===== config.mk =====
export PLATFORM = sky130hd
export DESIGN_NAME = occ_agen_flat
export DESIGN_NICKNAME = d
export VERILOG_FILES = /design/src/pkg/occ_pkg.sv /design/src/pkg/occ_ea_if.sv /design/src/hdl/occ_ea_gen.sv /design/src/flat_wrapper.sv
export SDC_FILE = /design/constraint.sdc
export NUM_CORES = 1
export LEC_CHECK = 0
export ABC_AREA = 1
export ABC_CLOCK_PERIOD_IN_PS = 6700
export BUFFER_PORTS_ARGS = -buffer_cell sky130_fd_sc_hd__buf_2
export CAP_MARGIN = 20
export CORE_AREA = 4 4 134 136
export DETAILED_ROUTE_END_ITERATION = 8
export DIE_AREA = 0 0 138 140
export GPL_TIMING_DRIVEN = 0
export PLACE_DENSITY_LB_ADDON = 0.1
export SLEW_MARGIN = 15
export SYNTH_ARGS = -nofsm -noshare
export SYNTH_HDL_FRONTEND = slang
export SYNTH_SLANG_ARGS = --single-unit

===== constraint.sdc =====
create_clock -name vclk -period 6.7
set_input_delay 1.005 -clock vclk [all_inputs]
set_output_delay 1.005 -clock vclk [all_outputs]
set_load 0.02 [all_outputs]

===== src/pkg/occ_pkg.sv =====
// Purpose: shared types and constants of the opcode class checker
// Assumes: 32-bit core, big-endian bit numbering mapped to [31:0]
// Notes:   address arithmetic helper drops the carry out of bit 31
`default_nettype none
package occ_pkg;

    typedef enum logic [1:0] {CL_DEF, CL_ILL, CL_RSVD} occ_class_t;
    typedef enum logic [1:0] {AG_IMM, AG_IDX, AG_REG} occ_agen_mode_t;
    typedef enum logic [1:0] {BR_IMM, BR_LR, BR_CTR, BR_NONE} occ_br_mode_t;

    localparam logic [31:0] OCC_PROG_VEC   = 32'h0000_0700;
    localparam logic [31:0] OCC_INSN_BYTES = 32'h0000_0004;
    localparam logic [31:0] OCC_RST_WORD   = 32'h0000_0000;
    localparam logic [31:0] OCC_ZERO_INSN  = 32'h0000_0000;

    // primary opcodes
    localparam logic [5:0] OP_ZERO  = 6'h00;
    localparam logic [5:0] OP_BC    = 6'h10;
    localparam logic [5:0] OP_SC    = 6'h11;
    localparam logic [5:0] OP_B     = 6'h12;
    localparam logic [5:0] OP_X19   = 6'h13;
    localparam logic [5:0] OP_X31   = 6'h1F;
    localparam logic [5:0] OP_FS    = 6'h3B;
    localparam logic [5:0] OP_FD    = 6'h3F;
    localparam logic [5:0] OP_MEM_LO = 6'h20;
    localparam logic [5:0] OP_MEM_HI = 6'h37;
    localparam logic [5:0] OP_LMW   = 6'h2E;
    localparam logic [5:0] OP_STMW  = 6'h2F;

    // extended opcodes
    localparam logic [9:0] XO_BCLR  = 10'h010;
    localparam logic [9:0] XO_BCCTR = 10'h210;
    localparam logic [9:0] XO_LSWI  = 10'h255;
    localparam logic [9:0] XO_STSWI = 10'h2D5;
    localparam logic [4:0] XO5_AFORM = 5'h10;

    // operand size as log2 of the byte count
    localparam logic [1:0] SZ_BYTE = 2'h0;
    localparam logic [1:0] SZ_HALF = 2'h1;
    localparam logic [1:0] SZ_WORD = 2'h2;
    localparam logic [1:0] SZ_DBL  = 2'h3;

    function automatic logic [31:0] occ_add32(input logic [31:0] a,
                                              input logic [31:0] b);
        logic [32:0] s;
        s = {1'b0, a} + {1'b0, b};
        return s[31:0];
    endfunction

endpackage
`default_nettype wire


===== src/pkg/occ_ea_if.sv =====
// Purpose: carrier between decoder and effective address unit
// Assumes: single clock, purely combinational path
// Notes:   gen side computes, use side supplies operands
`timescale 1ns/1ps
`default_nettype none
interface occ_agen_if;
    import occ_pkg::*;
    occ_agen_mode_t mode;
    logic [31:0]    base;
    logic [31:0]    index;
    logic [31:0]    disp;
    logic [1:0]     size_log;
    logic           le;
    logic [31:0]    effective_address;
    logic [31:0]    lane_address;
    logic           misal;
    logic           wrap;
    modport gen (input mode, base, index, disp, size_log, le,
                 output effective_address, lane_address, misal, wrap);
    modport drv (output mode, base, index, disp, size_log, le,
                 input effective_address, lane_address, misal, wrap);
endinterface
`default_nettype wire


===== src/hdl/occ_ea_gen.sv =====
// Purpose: effective address, alignment, wrap and lane swizzle
// Assumes: operand size is a power of two up to eight bytes
// Notes:   combinational; the decoder registers the results
`timescale 1ns/1ps
`default_nettype none
module occ_agen (
    occ_agen_if.gen eaif
);
    import occ_pkg::*;

    wire logic [31:0] sum_imm;
    wire logic [31:0] sum_idx;
    wire logic [31:0] effective_address;
    wire logic [2:0]  mask;
    wire logic [31:0] last;

    assign sum_imm = occ_add32(eaif.base, eaif.disp);
    assign sum_idx = occ_add32(eaif.base, eaif.index);
    assign effective_address = (eaif.mode == AG_IMM) ? sum_imm :
                               (eaif.mode == AG_IDX) ? sum_idx : eaif.base;
    assign mask = 3'((4'h1 << eaif.size_log) - 4'h1);
    // last byte is the first plus length minus one; a smaller value means it wrapped
    assign last = occ_add32(effective_address, {29'h0, mask});
    assign eaif.wrap = (last < effective_address);
    assign eaif.misal = |(effective_address[2:0] & mask);
    // little-endian mode flips the low address bits inside the doubleword
    assign eaif.lane_address = eaif.le ?
        {effective_address[31:3], effective_address[2:0] ^ (3'h7 & ~mask)} :
        effective_address;
    assign eaif.effective_address = effective_address;

endmodule
`default_nettype wire


===== src/flat_wrapper.sv =====
// flat-port wrapper written by rule: the top's interface ports become plain ports
module occ_agen_flat import occ_pkg::*;
  (eaif_mode, eaif_base, eaif_index, eaif_disp, eaif_size_log, eaif_le, eaif_effective_address, eaif_lane_address, eaif_misal, eaif_wrap);
  occ_agen_if eaif_i ();
  input wire logic [$bits(eaif_i.mode)-1:0] eaif_mode;
  input wire logic [$bits(eaif_i.base)-1:0] eaif_base;
  input wire logic [$bits(eaif_i.index)-1:0] eaif_index;
  input wire logic [$bits(eaif_i.disp)-1:0] eaif_disp;
  input wire logic [$bits(eaif_i.size_log)-1:0] eaif_size_log;
  input wire logic [$bits(eaif_i.le)-1:0] eaif_le;
  output wire logic [$bits(eaif_i.effective_address)-1:0] eaif_effective_address;
  output wire logic [$bits(eaif_i.lane_address)-1:0] eaif_lane_address;
  output wire logic [$bits(eaif_i.misal)-1:0] eaif_misal;
  output wire logic [$bits(eaif_i.wrap)-1:0] eaif_wrap;
  assign eaif_i.mode = eaif_mode;
  assign eaif_i.base = eaif_base;
  assign eaif_i.index = eaif_index;
  assign eaif_i.disp = eaif_disp;
  assign eaif_i.size_log = eaif_size_log;
  assign eaif_i.le = eaif_le;
  assign eaif_effective_address = eaif_i.effective_address;
  assign eaif_lane_address = eaif_i.lane_address;
  assign eaif_misal = eaif_i.misal;
  assign eaif_wrap = eaif_i.wrap;
  occ_agen u_core (.eaif(eaif_i));
endmodule

==> results.cfg, run 1 <==
[die]
ios = 167
die_area_sq_um = 19300
die_y_um = 140
die_x_um = 138
core_area_sq_um = 16900
placementRows = 48
initial_core_util_pct = 44.2

[synth]
yosysMostFrequentCell = nand2_1
synth_area_sq_um = 7480
synth.largest_area_cell = nand2_1
synth_area_leaders = nand2_1 26%, inv_1 15%, ha_1 13%
yosysUniqueCellTypes = 47
synthTopCellsByCount = 515 x nand2_1, 293 x inv_1, 170 x nand3_1
synth_nets = 1681
synth.yosys.warnings = 0
syn_area_per_cell_sq_um = 5.00
syn-instance-count = 1497
synth_top_cell_area_share_pct = 25.8
seq_area_frac_synth_pct = 0

[route]
firstDrtPassIters = 6
vias = 9358
routed_wl_um = 26600
wire_per_inst_um = 14.1
drc = 0
via_per_inst = 4.96
first_iter_violations = 693
final_antenna_net_count = 0

[finish]
fin_cells = 1886
clkbuf_count = 0
drive_above_1_share_pct = 18.7
seq_cells = 0
n_antenna_cell = 0
area_delta_synth_final_pct = 14.8
post-route-cell-area_sq_um = 8590
nFillCells = 2027
ff_latch_area_sq_um = 0
nNetsFinal = 1847

[placement]
gp_congestion = 0.958
port_buffers = 166
dp.cells = 1888
placed_area_sq_um = 8600
dp_hpwl_um = 23700

[worst_setup_path]
crit_buf_inv = 6
crit_top_cell = nand2_2
critical_path_class = in2out
endpoint_kind = output port
max_stage_delay_ns = 0.42
crit_required_ns = 5.69
crit_cells = 28
crit_arrival_ns = 5.21
cp_top_family = simple AND/OR/NAND/NOR gates
cp_max_fo = 19
critical-path-slowest-cell = fa_1
critPathLaunchType = primary input

[sta]
maxSlewViolCount = 0
fin_crit_ns = 6.22
grt_setup_unrepaired = no
setup_viol = 0
max_freq_mhz = 161
tightest_slew_ns = 0.680
hold_violations = 0
layout_worst_path_cycle_share_pct = 92.8
timing.setup.tns_ns = 0
slew_headroom_pct = 54.3

[worst_hold_path]
hold_class = in2out
hold_depth = 3

[global_routing]
met2_usage_pct = 45.2
grt_usage_pct = 26.5
grt_pass1_vias = 8433
grt_max_degree = 20
met3_usage_pct = 2.12
grt_use_met1_pct = 36.8
gr-max-usage-layer = met2
grt_pass1_wl_um = 42600
overflow = 0
antenna_found_initial = 0

[job]
maxCapViolCount = 0

[clock_tree]
cts.repair.resized = 0
cts_hold_buf = 0
post_cts_buffers = 0

[power_and_ir_drop]
ir_worst_vdd_uv = 54.3
p_per_area_nw_per_um2 = 98.9
p_leak_nw = 5.42

[status]
status = finished, final reports clean
## logic make-up after synthesis
family / Yosys count / synth area share, %
AO/OA/AOI/OAI: 89 / 6.49
XOR/XNOR: 16 / 1.87
adder cells (fa/ha/maj): 83 / 14.2
buffers and inverters: 348 / 19.2
AND/OR/NAND/NOR: 961 / 58.2
## per-layer routing
layer,vias to the layer above,part of all wire [%]
met4,0,2.5
met1,4016,46
li1,4972,-
met3,27,7.1
met5,-,0
met2,343,44
## final timing paths
kind | start | to | slack (ns)
min | eaif_le | eaif_lane_address[2] | 2.33
max | eaif_mode[1] | eaif_wrap | 0.48
## layout by cell type (no fill, tap or decap), types with 4 or more instances in the layout
| cell | n |
|---|---|
| o21ai_0 | 22 |
| nand4_1 | 31 |
| nand3_1 | 170 |
| ha_1 | 80 |
| clkbuf_1 | 4 |
| buf_4 | 31 |
| or2_2 | 25 |
| inv_1 | 293 |
| nor3_1 | 15 |
| xnor2_1 | 9 |
| nand3_2 | 19 |
| xor2_1 | 7 |
| inv_2 | 11 |
| a21oi_1 | 51 |
| nand2_2 | 19 |
| nor2_1 | 128 |
| nand3b_1 | 4 |
| buf_2 | 167 |
| nor2_2 | 17 |
| nand2_1 | 515 |
## layout make-up
class	count	area, sq um	share of cell area (%)
inverters	308	1160	13.5
repair buffers	166	831	9.67
plain buffers	38	272	3.16
well taps	225	282	3.28
multi-input cells	1149	6040	70.4
## per-stage QoR
step | total power [mW] | util (%) | setup slack (ns) | hold WS [ns]
6_report | 0.850 | 50.7 | 0.482 | 2.33
5_1_grt | 0.955 | 50.7 | 0.0574 | 2.35
4_1_cts | 0.847 | 50.7 | 0.339 | 2.34
3_5_place_dp | 0.843 | 50.8 | -0.0193 | 2.34
3_3_place_gp | 0.838 | 50.8 | 0.0135 | 2.33
2_1_floorplan | 0.613 | - | 0.653 | 2.23
## report_power, final
group	switching, mW	total [mW]	internal [mW]
Combinational	0.554	0.850	0.296
Clock	0	0	0
Sequential	0	0	0
Note: power is estimated with default switching activity, not from simulation.
==> inputs of run 2 (changes only) <==
--- a/config.mk
+++ b/config.mk
@@ -10,7 +10,7 @@
 export BUFFER_PORTS_ARGS = -buffer_cell sky130_fd_sc_hd__buf_2
 export CAP_MARGIN = 20
-export CORE_AREA = 4 4 134 136
+export CORE_AREA = 4 4 154 119
 export DETAILED_ROUTE_END_ITERATION = 8
-export DIE_AREA = 0 0 138 140
+export DIE_AREA = 0 0 158 123
 export GPL_TIMING_DRIVEN = 0
 export PLACE_DENSITY_LB_ADDON = 0.1
==> constraint.sdc (replaced) <==
create_clock -name vclk -period 6.7
set_input_delay 1.005 -clock vclk [all_inputs]
set_output_delay 1.005 -clock vclk [all_outputs]
set_load 0.05 [all_outputs]
==> run 2 against run 1 <==
- critical path depth rose by 2
- largest cell class unchanged
- final area is 0.76% higher
- count of clock-buffer cells in the layout unchanged
- worst setup slack worse by 0.15 ns
- worst hold slack better by 0.053 ns
- first-iteration DRC count grew 26%
- critical path type unchanged
- combinational power up 17%
- via count grew 1.4%
==> results.cfg, run 2 (synthesized netlist as in run 1, its figures left out) <==
[status]
status = finished, final reports clean

[finish]
ff_latch_area_sq_um = 0
seq_cells = 0
fin_cells = 1880
layout_commonest_cell = nand2_1
final_cell_mix = 514 x nand2_1, 291 x inv_1, 170 x nand3_1, 166 x buf_2, 128 x nor2_1
nNetsFinal = 1851
clkbuf_count = 0
n_antenna_cell = 0
area_delta_synth_final_pct = 15.7
drive_above_1_share_pct = 19.3

[global_routing]
met2_usage_pct = 41.8
grt_pass1_wl_um = 43600
grt_max_degree = 20
gr-max-usage-layer = met1
grt_pass1_vias = 8276
grt_usage_pct = 28.1
antenna_found_initial = 0
overflow = 0
met3_usage_pct = 3.01
grt_use_met1_pct = 44.4

[sta]
max_freq_mhz = 157
slew_headroom_pct = 37.8
whs_ns = 2.39
fin_crit_ns = 6.37
timing.setup.tns_ns = 0
setup_viol = 0
layout_worst_path_cycle_share_pct = 95.1
hold_violations = 0
tightest_slew_ns = 0.925
maxSlewViolCount = 0

[route]
routed_wl_um = 28500
firstDrtPassIters = 5
via_per_inst = 5.05
drc = 0
final_antenna_net_count = 0
wire_per_inst_um = 15.2
vias = 9491
first_iter_violations = 871

[power_and_ir_drop]
p_leak_nw = 5.44
p_int_mw = 0.300
ir_worst_vdd_uv = 92.1
total_power_mw = 0.995
p_clk_share_pct = 0
comb_power_share_pct = 100.0
p_switching_mw = 0.695
pwr-share-seq_pct = 0
swShare_pct = 69.8
p_per_area_nw_per_um2 = 115

[die]
core_area_sq_um = 16700
initial_core_util_pct = 44.9
die_area_sq_um = 19400
ios = 167
die_x_um = 158
placementRows = 41
die_y_um = 123

[worst_hold_path]
hold_depth = 3
hold_class = in2out

[worst_setup_path]
max_stage_delay_ns = 0.42
critical_path_class = in2out
critical-path-slowest-cell = fa_1
crit_cells = 30
endpoint_kind = output port
cp_max_fo = 19
crit_required_ns = 5.69
crit_arrival_ns = 5.36
cp_top_family = simple AND/OR/NAND/NOR gates
crit_buf_inv = 8
crit_top_cell = nand2_2
critPathLaunchType = primary input

[placement]
dp_hpwl_um = 25200
gp_congestion = 0.974
dp.cells = 1878
port_buffers = 166

[job]
maxCapViolCount = 0
run 2: cell count changes in the layout (fill, tap and decap cells not counted), moves of 2 or more:
cell and change:
ha_1 -2, buf_4 +4, ha_4 +2, inv_2 +2
inv_1 -2
run 2: worst paths after layout:
kind	from	endpoint	slack, ns
max	eaif_mode[1]	eaif_wrap	0.33
min	eaif_le	eaif_lane_address[2]	2.39
run 2: timing repair:
| item | in CTS | in global routing |
|---|---|---|
| pin swaps | 0 | 5 |
| endpoints found under the hold margin | 0 | 0 |
| gates resized for setup | 0 | 15 |
| hold buffers | 0 | 0 |
| endpoints found under the setup margin | 1 | 1 |
| setup buffers | 0 | 4 |
run 2: metrics by stage:
step                worst slack, ns  utilization [%]  instance area (sq um)
floorplan                     0.258                -                   7490
global placement             -0.177             51.5                   8590
detailed placement           -0.184             51.5                   8590
CTS                           0.204             51.5                   8580
global route                -0.0135             51.9                   8660
finish                        0.331             51.9                   8660
run 2: final cells by class:
class | instances | area [sq um]
Fill cell | 1896 | 8020
Multi-Input combinational cell | 1149 | 6080
Inverter | 308 | 1160
Timing Repair Buffer | 170 | 863
Buffer | 38 | 283
Tap cell | 215 | 269
run 2: routing by layer:
metal	routed length (um)	share of wire (%)
met2	11200	39
met4	405	1.4
met1	14100	50
met5	0	0
met3	2740	9.6
run 2: power groups by stage:
stage	clock [mW]	combinational, mW	sequential (mW)
global placement	0	0.973	0
detailed placement	0	0.977	0
global route	0	1.09	0
CTS	0	0.981	0
floorplan	0	0.734	0
finish	0	0.995	0
